`src/usb_irq_pkg.sv`:
```
package usb_irq_pkg;

  // ==========================================================================
  // Register offsets, relative to the controller's base address window
  localparam logic [7:0] STATUS_OFFSET = 8'h0C;
  localparam logic [7:0] ENABLE_OFFSET = 8'h10;

  // ==========================================================================
  // Bit positions, shared by the flag and the enable register; MASTER_EN_BIT only in the enable register
  localparam int unsigned OVERRUN_BIT    = 0;
  localparam int unsigned DONE_BIT       = 1;
  localparam int unsigned SOF_BIT        = 2;
  localparam int unsigned RESUME_BIT     = 3;
  localparam int unsigned FATAL_BIT      = 4;
  localparam int unsigned FRAME_OVF_BIT  = 5;
  localparam int unsigned ROOT_HUB_BIT   = 6;
  localparam int unsigned OWNERSHIP_BIT  = 30;
  localparam int unsigned MASTER_EN_BIT  = 31;

  // ==========================================================================
  // Reset values and implemented-bit masks
  localparam logic [31:0] STATUS_RESET        = 32'h0000_0000;
  localparam logic [31:0] ENABLE_RESET        = 32'h0000_0000;
  localparam logic [31:0] STATUS_MASK         = 32'h4000_007F;
  localparam logic [31:0] ENABLE_MASK         = 32'hC000_007F;
  localparam logic [31:0] NORMAL_SOURCE_MASK  = 32'h0000_007F;
  localparam logic [1:0]  OVERRUN_COUNT_RESET = 2'h0;
  localparam logic [1:0]  OVERRUN_COUNT_STEP  = 2'h1;
  localparam logic [31:0] READ_ZERO           = 32'h0000_0000;

  // ==========================================================================
  // Carriers
  typedef struct packed {
    logic        wr_en;
    logic        rd_en;
    logic [7:0]  addr;
    logic [31:0] wdata;
  } reg_req_t;

  // One-cycle pulses from the schedule engine, root hub and system side,
  // except frame_msb which is the live level of the frame counter's top bit
  typedef struct packed {
    logic ownership_change_request;
    logic root_hub_change;
    logic frame_msb;
    logic shared_frame_updated;
    logic fatal_system_error;
    logic frame_start;
    logic done_queue_written;
    logic schedule_overrun;
  } core_events_t;

endpackage

```
`src/usb_host_irq_status_enable.sv`:
```
`timescale 1ns/100ps
// Overview of operation
// - Each tracked event sets its status flag; it stays set until software clears it.
// - Normal interrupt requested only when flag, its enable and master enable bit 31 are set.
// - Status at 0Ch: write 1 clears, write 0 keeps; never set by write or hardware-cleared.
// - Enable at 10h: write 1 sets, write 0 keeps; read returns current enables.
// - Enable bits align with their flags; master enable bit 31 only in enable register.
// - Ownership-change flag bit 30 set when software raises ownership change request.
// - Unmasked ownership change raises the system management interrupt, not the normal one.
// - Without the system management pin the ownership-change flag is held at zero.
// - Root hub change flag bit 6 set on any root hub or port status change.
// - Frame overflow flag bit 5 set on frame counter bit 15 toggle or frame copy.
// - System error sets flag bit 4 and halts schedule processing until corrected.
// - Resume flag bit 3 set on rising edge of device-driven resume signaling.
// - Resume flag not set when software enters the resume functional state.
// - Start-of-frame flag bit 2 set together with the SOF token.
// - Done-queue flag bit 1 set after head write; no further updates until cleared.
// - Overrun sets flag bit 0 and increments the separate two-bit overrun_count_out output.
// - Two-bit overrun counter starts at 00b, wraps after 11b, counts every overrun.
module usb_host_irq_status_enable
  import usb_irq_pkg::*;
#(
  parameter bit SMI_PIN_PRESENT = 1'b1
) (
  // Clock and reset
  input  wire logic         clk_sys_in,
  input  wire logic         rst_in,
  // Register access from the base-address window
  input  wire reg_req_t     reg_req_in,
  output logic [31:0]       reg_rdata_out,
  // Events from the controller core
  input  wire core_events_t core_events_in,
  input  wire logic         host_resume_state_in,
  // Resume signaling seen on the downstream port pins
  input  wire logic         resume_signal_in,
  // Interrupts and status towards the core
  output logic              irq_out,
  output logic              system_mgmt_irq_pin_n_out,
  output logic              schedule_halt_out,
  output logic              done_update_allow_out,
  output logic [1:0]        overrun_count_out
);

  // ==========================================================================
  // Storage
  logic [31:0] event_status_flags;
  logic [31:0] event_enable_set;
  logic [31:0] next_status;
  logic [31:0] next_enable;
  logic [31:0] status_set;
  logic [31:0] status_clear;
  logic [31:0] enable_write_set;
  logic        status_hit;
  logic        enable_hit;
  logic        frame_msb_prev;
  logic        resume_meta;
  logic        resume_sync;
  logic        resume_prev;
  logic        resume_rise;
  logic        master_on;
  logic        normal_pending;
  logic        mgmt_pending;

  assign status_hit = reg_req_in.addr == STATUS_OFFSET;
  assign enable_hit = reg_req_in.addr == ENABLE_OFFSET;
  assign master_on  = event_enable_set[MASTER_EN_BIT];

  // ==========================================================================
  // Resume pin synchroniser; the edge is taken from the second and third stages
  always_ff @(posedge clk_sys_in or posedge rst_in) begin
    if (rst_in) begin
      resume_meta <= 1'b0;
      resume_sync <= 1'b0;
      resume_prev <= 1'b0;
    end else begin
      resume_meta <= resume_signal_in;
      resume_sync <= resume_meta;
      resume_prev <= resume_sync;
    end
  end

  // Software-entered resume is our own signaling, not a device event
  assign resume_rise = resume_sync && !resume_prev && !host_resume_state_in;

  // ==========================================================================
  // Frame counter top bit history
  always_ff @(posedge clk_sys_in or posedge rst_in) begin
    if (rst_in) begin
      frame_msb_prev <= 1'b0;
    end else begin
      frame_msb_prev <= core_events_in.frame_msb;
    end
  end

  // ==========================================================================
  // Flag set sources
  always_comb begin
    status_set                 = STATUS_RESET;
    status_set[OVERRUN_BIT]    = core_events_in.schedule_overrun;
    status_set[DONE_BIT]       = core_events_in.done_queue_written;
    status_set[SOF_BIT]        = core_events_in.frame_start;
    status_set[RESUME_BIT]     = resume_rise;
    status_set[FATAL_BIT]      = core_events_in.fatal_system_error;
    status_set[FRAME_OVF_BIT]  = (core_events_in.frame_msb ^ frame_msb_prev)
                               | core_events_in.shared_frame_updated;
    status_set[ROOT_HUB_BIT]   = core_events_in.root_hub_change;
    status_set[OWNERSHIP_BIT]  = core_events_in.ownership_change_request
                               & SMI_PIN_PRESENT;
  end

  // Write-one-to-clear; the hardware never clears a flag on its own
  assign status_clear = (reg_req_in.wr_en && status_hit) ? reg_req_in.wdata : READ_ZERO;

  // A set arriving in the clear cycle wins, so no event is lost
  always_comb begin
    next_status = ((event_status_flags & ~status_clear) | status_set) & STATUS_MASK;
    if (!SMI_PIN_PRESENT) begin
      next_status[OWNERSHIP_BIT] = 1'b0;
    end
  end

  always_ff @(posedge clk_sys_in or posedge rst_in) begin
    if (rst_in) begin
      event_status_flags <= STATUS_RESET;
    end else begin
      event_status_flags <= next_status;
    end
  end

  // ==========================================================================
  // Enable register: write-one-to-set, same positions as the flags
  assign enable_write_set = (reg_req_in.wr_en && enable_hit) ? reg_req_in.wdata : READ_ZERO;
  assign next_enable      = (event_enable_set | enable_write_set) & ENABLE_MASK;

  always_ff @(posedge clk_sys_in or posedge rst_in) begin
    if (rst_in) begin
      event_enable_set <= ENABLE_RESET;
    end else begin
      event_enable_set <= next_enable;
    end
  end

  // ==========================================================================
  // Read data; unmapped offsets read as zero
  always_ff @(posedge clk_sys_in or posedge rst_in) begin
    if (rst_in) begin
      reg_rdata_out <= READ_ZERO;
    end else if (reg_req_in.rd_en) begin
      if (status_hit) begin
        reg_rdata_out <= event_status_flags;
      end else if (enable_hit) begin
        reg_rdata_out <= event_enable_set;
      end else begin
        reg_rdata_out <= READ_ZERO;
      end
    end
  end

  // ==========================================================================
  // Interrupt outputs
  // Ownership change is routed only to the management pin, so it never
  // wakes the ordinary driver's handler
  assign normal_pending = master_on
                        && |(event_status_flags & event_enable_set & NORMAL_SOURCE_MASK);
  assign mgmt_pending   = SMI_PIN_PRESENT
                        && event_status_flags[OWNERSHIP_BIT]
                        && event_enable_set[OWNERSHIP_BIT];

  always_ff @(posedge clk_sys_in or posedge rst_in) begin
    if (rst_in) begin
      irq_out                   <= 1'b0;
      system_mgmt_irq_pin_n_out <= 1'b1;
    end else begin
      irq_out                   <= normal_pending;
      system_mgmt_irq_pin_n_out <= !mgmt_pending;
    end
  end

  // ==========================================================================
  // Controls back to the core
  always_ff @(posedge clk_sys_in or posedge rst_in) begin
    if (rst_in) begin
      schedule_halt_out     <= 1'b0;
      done_update_allow_out <= 1'b1;
    end else begin
      // Halt persists until the flag is cleared, by a write of one or by reset
      schedule_halt_out     <= next_status[FATAL_BIT];
      done_update_allow_out <= !next_status[DONE_BIT];
    end
  end

  // Counts every overrun, even with the flag already set; wraps naturally
  always_ff @(posedge clk_sys_in or posedge rst_in) begin
    if (rst_in) begin
      overrun_count_out <= OVERRUN_COUNT_RESET;
    end else if (core_events_in.schedule_overrun) begin
      overrun_count_out <= 2'(overrun_count_out + OVERRUN_COUNT_STEP);
    end
  end

  // ==========================================================================
  // Assertions
  property p_flag_sticky;
    @(posedge clk_sys_in) disable iff (rst_in)
      (event_status_flags[SOF_BIT] && !(reg_req_in.wr_en && status_hit
        && reg_req_in.wdata[SOF_BIT])) |=> event_status_flags[SOF_BIT];
  endproperty
  a_flag_sticky: assert property (p_flag_sticky) else $error("Flag lost without clear");

  property p_irq_needs_master;
    @(posedge clk_sys_in) disable iff (rst_in)
      irq_out |-> $past(master_on) && $past(|(event_status_flags & event_enable_set
        & NORMAL_SOURCE_MASK));
  endproperty
  a_irq_needs_master: assert property (p_irq_needs_master) else $error("Irq without cause");

  property p_w1c_clears;
    @(posedge clk_sys_in) disable iff (rst_in)
      (reg_req_in.wr_en && status_hit && reg_req_in.wdata[ROOT_HUB_BIT]
        && !core_events_in.root_hub_change) |=> !event_status_flags[ROOT_HUB_BIT];
  endproperty
  a_w1c_clears: assert property (p_w1c_clears) else $error("Write one did not clear");

  property p_w1s_sets;
    @(posedge clk_sys_in) disable iff (rst_in)
      (reg_req_in.wr_en && enable_hit && reg_req_in.wdata[MASTER_EN_BIT])
        |=> event_enable_set[MASTER_EN_BIT] ##1 event_enable_set[MASTER_EN_BIT];
  endproperty
  a_w1s_sets: assert property (p_w1s_sets) else $error("Enable not set or not held");

  property p_ownership_set;
    @(posedge clk_sys_in) disable iff (rst_in)
      core_events_in.ownership_change_request |=>
        event_status_flags[OWNERSHIP_BIT] == SMI_PIN_PRESENT;
  endproperty
  a_ownership_set: assert property (p_ownership_set) else $error("Ownership flag wrong");

  property p_mgmt_pin;
    @(posedge clk_sys_in) disable iff (rst_in)
      (event_status_flags[OWNERSHIP_BIT] && event_enable_set[OWNERSHIP_BIT])
        |=> !system_mgmt_irq_pin_n_out;
  endproperty
  a_mgmt_pin: assert property (p_mgmt_pin) else $error("Management irq not raised");

  property p_frame_toggle;
    @(posedge clk_sys_in) disable iff (rst_in)
      $changed(core_events_in.frame_msb) |=> event_status_flags[FRAME_OVF_BIT];
  endproperty
  a_frame_toggle: assert property (p_frame_toggle) else $error("Frame overflow missed");

  property p_halt;
    @(posedge clk_sys_in) disable iff (rst_in)
      core_events_in.fatal_system_error |=> schedule_halt_out;
  endproperty
  a_halt: assert property (p_halt) else $error("No halt after system error");

  property p_resume_sw;
    @(posedge clk_sys_in) disable iff (rst_in)
      (!event_status_flags[RESUME_BIT] && host_resume_state_in)
        |=> !event_status_flags[RESUME_BIT];
  endproperty
  a_resume_sw: assert property (p_resume_sw) else $error("Resume set by software state");

  property p_done_block;
    @(posedge clk_sys_in) disable iff (rst_in)
      core_events_in.done_queue_written |=> !done_update_allow_out;
  endproperty
  a_done_block: assert property (p_done_block) else $error("Done update not blocked");

  property p_overrun_count;
    @(posedge clk_sys_in) disable iff (rst_in)
      core_events_in.schedule_overrun |=>
        overrun_count_out == 2'($past(overrun_count_out) + OVERRUN_COUNT_STEP)
        && event_status_flags[OVERRUN_BIT];
  endproperty
  a_overrun_count: assert property (p_overrun_count) else $error("Overrun count wrong");

  property p_irq_level;
    @(posedge clk_sys_in) disable iff (rst_in)
      (normal_pending && !reg_req_in.wr_en) [*2] |=> irq_out;
  endproperty
  a_irq_level: assert property (p_irq_level) else $error("Irq dropped while pending");

  property p_root_hub_set;
    @(posedge clk_sys_in) disable iff (rst_in)
      core_events_in.root_hub_change |=> event_status_flags[ROOT_HUB_BIT];
  endproperty
  a_root_hub_set: assert property (p_root_hub_set) else $error("Root hub change missed");

  property p_sof_by_event;
    @(posedge clk_sys_in) disable iff (rst_in)
      $rose(event_status_flags[SOF_BIT]) |-> $past(core_events_in.frame_start);
  endproperty
  a_sof_by_event: assert property (p_sof_by_event) else $error("Spurious flag");

  property p_resume_pin;
    @(posedge clk_sys_in) disable iff (rst_in)
      $rose(resume_signal_in) ##2 !host_resume_state_in |=> event_status_flags[RESUME_BIT];
  endproperty
  a_resume_pin: assert property (p_resume_pin) else $error("Device resume missed");

  property p_irq_master_off;
    @(posedge clk_sys_in) disable iff (rst_in)
      !master_on |=> !irq_out;
  endproperty
  a_irq_master_off: assert property (p_irq_master_off) else $error("Irq without master");

  property p_enable_keep;
    @(posedge clk_sys_in) disable iff (rst_in)
      ($past(event_enable_set) & ~event_enable_set) == READ_ZERO;
  endproperty
  a_enable_keep: assert property (p_enable_keep) else $error("Enable bit dropped");

  property p_done_release;
    @(posedge clk_sys_in) disable iff (rst_in)
      (!event_status_flags[DONE_BIT] && !core_events_in.done_queue_written)
        |=> done_update_allow_out;
  endproperty
  a_done_release: assert property (p_done_release) else $error("Done update held");

  property p_overrun_hold;
    @(posedge clk_sys_in) disable iff (rst_in)
      !core_events_in.schedule_overrun |=> $stable(overrun_count_out);
  endproperty
  a_overrun_hold: assert property (p_overrun_hold) else $error("Overrun count moved");

  property p_read_enable;
    @(posedge clk_sys_in) disable iff (rst_in)
      (reg_req_in.rd_en && enable_hit) |=> reg_rdata_out == $past(event_enable_set);
  endproperty
  a_read_enable: assert property (p_read_enable) else $error("Enable read wrong");

  property p_read_status;
    @(posedge clk_sys_in) disable iff (rst_in)
      (reg_req_in.rd_en && status_hit) |=> reg_rdata_out == $past(event_status_flags);
  endproperty
  a_read_status: assert property (p_read_status) else $error("Status read wrong");

  property p_mgmt_release;
    @(posedge clk_sys_in) disable iff (rst_in)
      !event_status_flags[OWNERSHIP_BIT] |=> system_mgmt_irq_pin_n_out;
  endproperty
  a_mgmt_release: assert property (p_mgmt_release) else $error("Management irq stuck");

endmodule // usb_host_irq_status_enable

```
`config.mk`:
```
export PLATFORM = sky130hd
export DESIGN_NAME = usb_host_irq_status_enable
export DESIGN_NICKNAME = d
export VERILOG_FILES = /design/src/usb_irq_pkg.sv /design/src/usb_host_irq_status_enable.sv
export SDC_FILE = /design/constraint.sdc
export NUM_CORES = 1
export LEC_CHECK = 0
export ABC_AREA = 0
export BUFFER_PORTS_ARGS = -buffer_cell sky130_fd_sc_hd__buf_2
export CORE_MARGIN = 2
export CORE_UTILIZATION = 40
export CTS_CLUSTER_SIZE = 8
export DETAILED_ROUTE_END_ITERATION = 12
export GPL_TIMING_DRIVEN = 0
export PLACE_DENSITY = 0.84
export SLEW_MARGIN = 20
export SYNTH_ARGS = -nofsm -noshare
export SYNTH_HDL_FRONTEND = slang
export SYNTH_SLANG_ARGS = --single-unit
export TNS_END_PERCENT = 30
```
`constraint.sdc`:
```
create_clock -name clk_sys_in -period 1.2 [get_ports clk_sys_in]
set_clock_uncertainty 0.05 [all_clocks]
set_input_delay 0.24 -clock clk_sys_in [delete_from_list [all_inputs] [get_ports clk_sys_in]]
set_output_delay 0.24 -clock clk_sys_in [all_outputs]
set_load 0.05 [all_outputs]
```
==> flow_summary.toml, run 1 <==
[worst_setup_path]
critPathLaunchType = "register"
critPathCapture = "done_update_allow_out"
setup.worst_path.start = "done_update_allow_out"
crit_chain = "buf_8"
endpoint_kind = "output port"
worst-path-buf-inv = 1
path_max_fanout = 1
cpPeakStageDelay_ns = 0.54
cp_top_family = "flip-flops"
crit_slowest_cell = "dfstp_2"
reg2reg_to = "irq_out"
path_depth = 1
reg2reg_slack_ns = 0.13
critical_path_class = "register to output port"
r2r_cells = 2
r2r-start = "event_status_flags[3]"
critPathRequiredTime_ns = 0.91
arrival_ns = 0.96

[cells_and_area]
post_route_cells_drive_above_1_share_pct = 37.8
synthToLayoutAreaGrowth_pct = 32.7
diodes = 0
fillers = 357
finalNetCount = 270
instances_no_fill = 265

[global_route]
grt_pass1_wl_um = 4760
antenna_found_initial = 0
grt_start_max_net_pins = 36
groute.usage.overall_pct = 14.7
grt_overflow_total = 0
grt_pass1_vias = 1060

[route]
ant_nets = 0
firstDrtPassIters = 4
routed_wl_um = 2940
drt-initial-drc-count = 33
vias = 1173
vias_per_cell = 4.43
route.detailed.drc = 0
wl_per_cell_um = 11.1

[die]
initial_core_util_pct = 42.5
fp.dieW_um = 66.8
die_h_um = 66.8
fp.dieArea_um2 = 4460
rows = 22
io_pins = 92
core-area_um2 = 3720

[pwr]
p_switching_w = 0.000858
swShare_pct = 31.6
power.internal_w = 0.00186
p_total_w = 0.00272
power_leakage_nw = 1.12
comb_power_share_pct = 23.2
ir_worst_vdd_v = 0.000704
pwr_density_cell_nw_per_um2 = 1300
power.share.clock_pct = 29.3
p_seq_share_pct = 47.5

[logic_synthesis]
yosysWarnings = 0
syn_area_per_cell_um2 = 11.1
synthCells = 142
ys_seq_elements = 35
synth_area_um2 = 1580
ys_types = 25
synth.yosys.seq_area_share_pct = 55.7

[sta]
setup_ws_ns = -0.0514
min_period_ns = 1.25
rsz0062_at_grt = "true"
worst_slew_pin_slew_ns = 0.691
max_freq_ghz = 0.799
fin_crit_sh_pct = 104
relSlewSlack_pct = 53.9
slew_viol_final = 0
hold_viol = 0
setup_viol = 2
final.setup.tns_ns = -0.0946

[placement]
portBuffers = 44
hpwlAfterDp_um = 2290
dp_cells = 256
place.gp.congestion = 0.735
post-place-ws_ns = -0.233

[clock_network]
cts.sinks = 35
clock-root-buffer = "clkbuf_8"
clk_latency_ns = 0.28
clockBufferDepth = 2
clkTransAtPathRegs_ns = 0.07
cts_setup_buffers = 0
htree_levels = 2
tritoncts = "done"
cts-buffers-inserted = 5

[status]
violations = "setup timing"
status = "finished, violations left"

[hold_path]
min_path_type = "primary input to asynchronous set/reset pin"

[run]
maxCapViolCount = 0
## Yosys cell counts
library cell  instances  share of area, %
a21o_1                9               4.3
a222oi_1              1              0.63
a22oi_1              10               4.8
a2bb2oi_1             1              0.56
a31o_1                1              0.56
a31oi_1               8               3.2
and3b_1               1              0.56
and4b_1               2               1.3
buf_4                24                11
buf_6                 2               1.4
clkbuf_1              1              0.24
conb_1                1              0.24
dfrtp_1              33                52
dfstp_2               2               3.3
inv_1                18               4.3
nand2_1               3              0.71
nand3b_1              1              0.48
nor2_1                8               1.9
nor3_1                1              0.32
nor3b_4               1               1.2
nor4_2                1              0.79
o21ai_0               1              0.32
o22ai_1               9               3.6
xnor2_1               1              0.56
xor2_1                2               1.1
## state kept, by name, indices dropped and copies added, names as in the netlist
signal,count
event_enable_set,9
reg_rdata_out,9
event_status_flags,8
overrun_count_out,2
done_update_allow_out,1
frame_msb_prev,1
irq_out,1
resume_meta,1
resume_prev,1
resume_sync,1
system_mgmt_irq_pin_n_out,1
## worst min-delay path by stage
stage | start | to | slack, ns | cells past startpoint
finish | rst_in | event_status_flags[30] | 0.006 | 2
CTS | rst_in | resume_prev | 0.03 | 2
global route | core_events_in[5] | frame_msb_prev | 0.03 | 1
floorplan | core_events_in[5] | frame_msb_prev | 0.22 | 0
global placement | resume_meta | resume_sync | 0.29 | 0
detailed placement | resume_meta | resume_sync | 0.29 | 0
## metal layers
metal  global-route usage [%]  vias to the layer above  part of all wire [%]
li1                         -                      596                     -
met1                     18.4                      529                    44
met2                     22.6                       41                    45
met3                     4.39                        7                   7.8
met4                     8.42                        0                   2.2
met5                        0                        -                     0
## per-stage QoR
| step | utilization (%) | cell area, um^2 | hold WS [ns] |
|---|---|---|---|
| 6_report | 56.3 | 2090 | 0.00569 |
| 3_3_place_gp | 52.2 | 1940 | 0.285 |
| 3_5_place_dp | 52.2 | 1940 | 0.292 |
| 4_1_cts | 55.5 | 2060 | 0.0278 |
| 2_1_floorplan | - | 1660 | 0.221 |
| 5_1_grt | 56.3 | 2090 | 0.0313 |
## area by class of cell
type | instances | area [um^2] | area share, %
Buffer | 27 | 206 | 9.86
Sequential cell | 35 | 878 | 42.0
Clock inverter | 2 | 12.5 | 0.598
Inverter | 18 | 67.6 | 3.23
Timing Repair Buffer | 45 | 288 | 13.7
Tap cell | 48 | 60.1 | 2.87
Clock buffer | 6 | 72.6 | 3.47
Multi-Input combinational cell | 84 | 508 | 24.3
## power groups by stage
stage / combinational [W] / clock (W) / sequential, W
finish: 0.000630 / 0.000797 / 0.00129
global route: 0.000670 / 0.000881 / 0.00130
CTS: 0.000620 / 0.000824 / 0.00129
detailed placement: 0.000592 / 0 / 0.00131
global placement: 0.000582 / 0 / 0.00130
floorplan: 0.000328 / 0 / 0.00144
## logic make-up (layout without fill, tap and decap cells)
| family | Yosys count | in the layout | synth area share [%] |
|---|---|---|---|
| xor gates and xnor gates | 3 | 3 | 1.67 |
| AOI/OAI and AO/OA | 40 | 40 | 17.8 |
| buffers and inverters | 45 | 98 | 17.4 |
| DFF | 35 | 35 | 55.7 |
| and+or+nand+nor | 18 | 18 | 7.22 |
| other | 1 | 23 | 0.238 |
## cell usage in the layout, fill, tap and decap left out, drive strengths merged
| master | instances |
|---|---|
| a21o | 9 |
| a222oi | 1 |
| a22oi | 10 |
| a2bb2oi | 1 |
| a31o | 1 |
| a31oi | 8 |
| and3b | 1 |
| and4b | 2 |
| buf | 64 |
| clkbuf | 13 |
| clkinv | 1 |
| clkinvlp | 1 |
| conb | 23 |
| dfrtp | 33 |
| dfstp | 2 |
| dlygate4sd3 | 1 |
| inv | 18 |
| nand2 | 3 |
| nand3b | 1 |
| nor2 | 8 |
| nor3 | 1 |
| nor3b | 1 |
| nor4 | 1 |
| o21ai | 1 |
| o22ai | 9 |
| xnor2 | 1 |
| xor2 | 2 |
## repair_timing
action,in CTS,in global routing
setup endpoints to repair,6,13
pin swaps,0,0
hold endpoints to repair,1,0
resized for setup,9,13
hold buffers,1,0
Note: power is estimated with default switching activity, not from simulation.
==> run 2, diff against run 1 <==
- CORE_MARGIN: 2 -> 4
==> flow_summary.toml, run 2 (synthesis results as in run 1) <==
[status]
status = "finished, violations left"
violations = "setup timing"

[route]
wl_per_cell_um = 11.9
vias = 1154
ant_nets = 0
drt-initial-drc-count = 89
routed_wl_um = 3140
route.detailed.drc = 0
firstDrtPassIters = 4
vias_per_cell = 4.35

[worst_setup_path]
crit_chain = "buf_8"
critical_path_class = "register to output port"
arrival_ns = 0.96
cpPeakStageDelay_ns = 0.54
critPathRequiredTime_ns = 0.91
path_max_fanout = 1
cp_top_family = "flip-flops"
setup.worst_path.start = "done_update_allow_out"
endpoint_kind = "output port"
critPathLaunchType = "register"
worst-path-buf-inv = 1
crit_slowest_cell = "dfstp_2"
r2r-start = "event_status_flags[3]"

[global_route]
grt_pass1_vias = 1087
grt_pass1_wl_um = 5020
groute.usage.overall_pct = 12.8
grt_overflow_total = 0
grt_start_max_net_pins = 36
antenna_found_initial = 0

[sta]
hold_viol = 0
rsz0062_at_grt = "true"
fin_crit_sh_pct = 104
worst_slew_pin_slew_ns = 0.697
setup_ws_ns = -0.0491
max_freq_ghz = 0.801
slew_viol_final = 0
relSlewSlack_pct = 53.5
min_period_ns = 1.25
final.setup.tns_ns = -0.0876
setup_viol = 2

[cells_and_area]
fillers = 352
post_route_cells_drive_above_1_share_pct = 37.8
layout_commonest_cell = "dfrtp_1"
diodes = 0
finalNetCount = 270
reg.largest.list = "event_enable_set: 9 flops, reg_rdata_out: 9 flops, event_status_flags: 8 flops"
synthToLayoutAreaGrowth_pct = 32.1
final_cell_mix = "dfrtp_1 (33), buf_2 (31), buf_4 (29)"
instances_no_fill = 265

[die]
fp.dieArea_um2 = 5010
core-area_um2 = 3740
initial_core_util_pct = 42.1
io_pins = 92
rows = 22
fp.dieW_um = 70.8
die_h_um = 70.8

[pwr]
power_leakage_nw = 1.12
pwr_density_cell_nw_per_um2 = 1300
ir_worst_vdd_v = 0.000928

[clock_network]
htree_levels = 2
clk_latency_ns = 0.28
clkTransAtPathRegs_ns = 0.07
cts.sinks = 35
cts-buffers-inserted = 5
clock-root-buffer = "clkbuf_8"
tritoncts = "done"
clockBufferDepth = 2

[placement]
portBuffers = 44
dp_cells = 256
post-place-ws_ns = -0.249
place.gp.congestion = 0.768
hpwlAfterDp_um = 2450

[hold_path]
min_path_type = "primary input to asynchronous set/reset pin"

[run]
maxCapViolCount = 0
-- run 2: cell count changes in the layout (fill, tap and decap cells not counted) --
| cell | change |
|---|---|
| buf_2 | +1 |
| buf_4 | +1 |
| clkbuf_1 | +1 |
| clkbuf_4 | -1 |
| clkinvlp_4 | -1 |
| dlygate4sd3_1 | -1 |
-- run 2: final cells by class --
cell class | count | area (um^2) | area share (%)
repair buffers | 45 | 283 | 13.6
flip-flops and latches | 35 | 878 | 42.1
clock inverters | 1 | 5.00 | 0.240
clock buffers | 7 | 76.3 | 3.66
plain buffers | 27 | 206 | 9.90
inverters | 18 | 67.6 | 3.24
multi-input cells | 84 | 508 | 24.4
well taps | 48 | 60.1 | 2.88
-- run 2: metrics by stage --
step	util [%]	hold slack (ns)	area (um^2)	total power, W
after floorplan	-	0.221	1660	0.00177
after global placement	51.8	0.283	1940	0.00188
after detailed placement	51.8	0.285	1940	0.00190
after CTS	54.9	0.00524	2050	0.00272
after global routing	55.7	0.00581	2080	0.00284
final	55.7	0.0136	2080	0.00271
-- run 2: worst paths after layout --
| kind | to | slack, ns | cells after the start |
|---|---|---|---|
| worst min-delay path | resume_prev | 0.01 | 2 |
| max in group asynchronous | event_status_flags[30] | 0.64 | 2 |
| worst max-delay path | done_update_allow_out | -0.05 | 1 |
| worst max register to register | irq_out | 0.12 | 2 |
| worst min register to register | resume_sync | 0.30 | 0 |
| min in group clk_sys_in | resume_meta | 0.01 | 1 |
-- run 2: timing repair --
item,in CTS,in global routing
hold buffers,0,0
setup buffers,0,1
resized for setup,11,9
setup endpoints to repair,7,20
gates cloned,0,0
-- run 2: report_power, final --
group | total, W | internal [W] | switching [W]
sequential | 0.00129 | 0.00124 | 0.0000462
clock | 0.000796 | 0.000407 | 0.000389
combinational | 0.000628 | 0.000210 | 0.000419
-- run 2: layer usage --
layer  up-vias  global-route usage, %  share of wire (%)
met5         -                      0                  0
met4         0                   5.01                1.9
met3         5                   4.97                8.0
met2        35                   20.1                 48
met1       522                   16.1                 42
li1        592                      -                  -
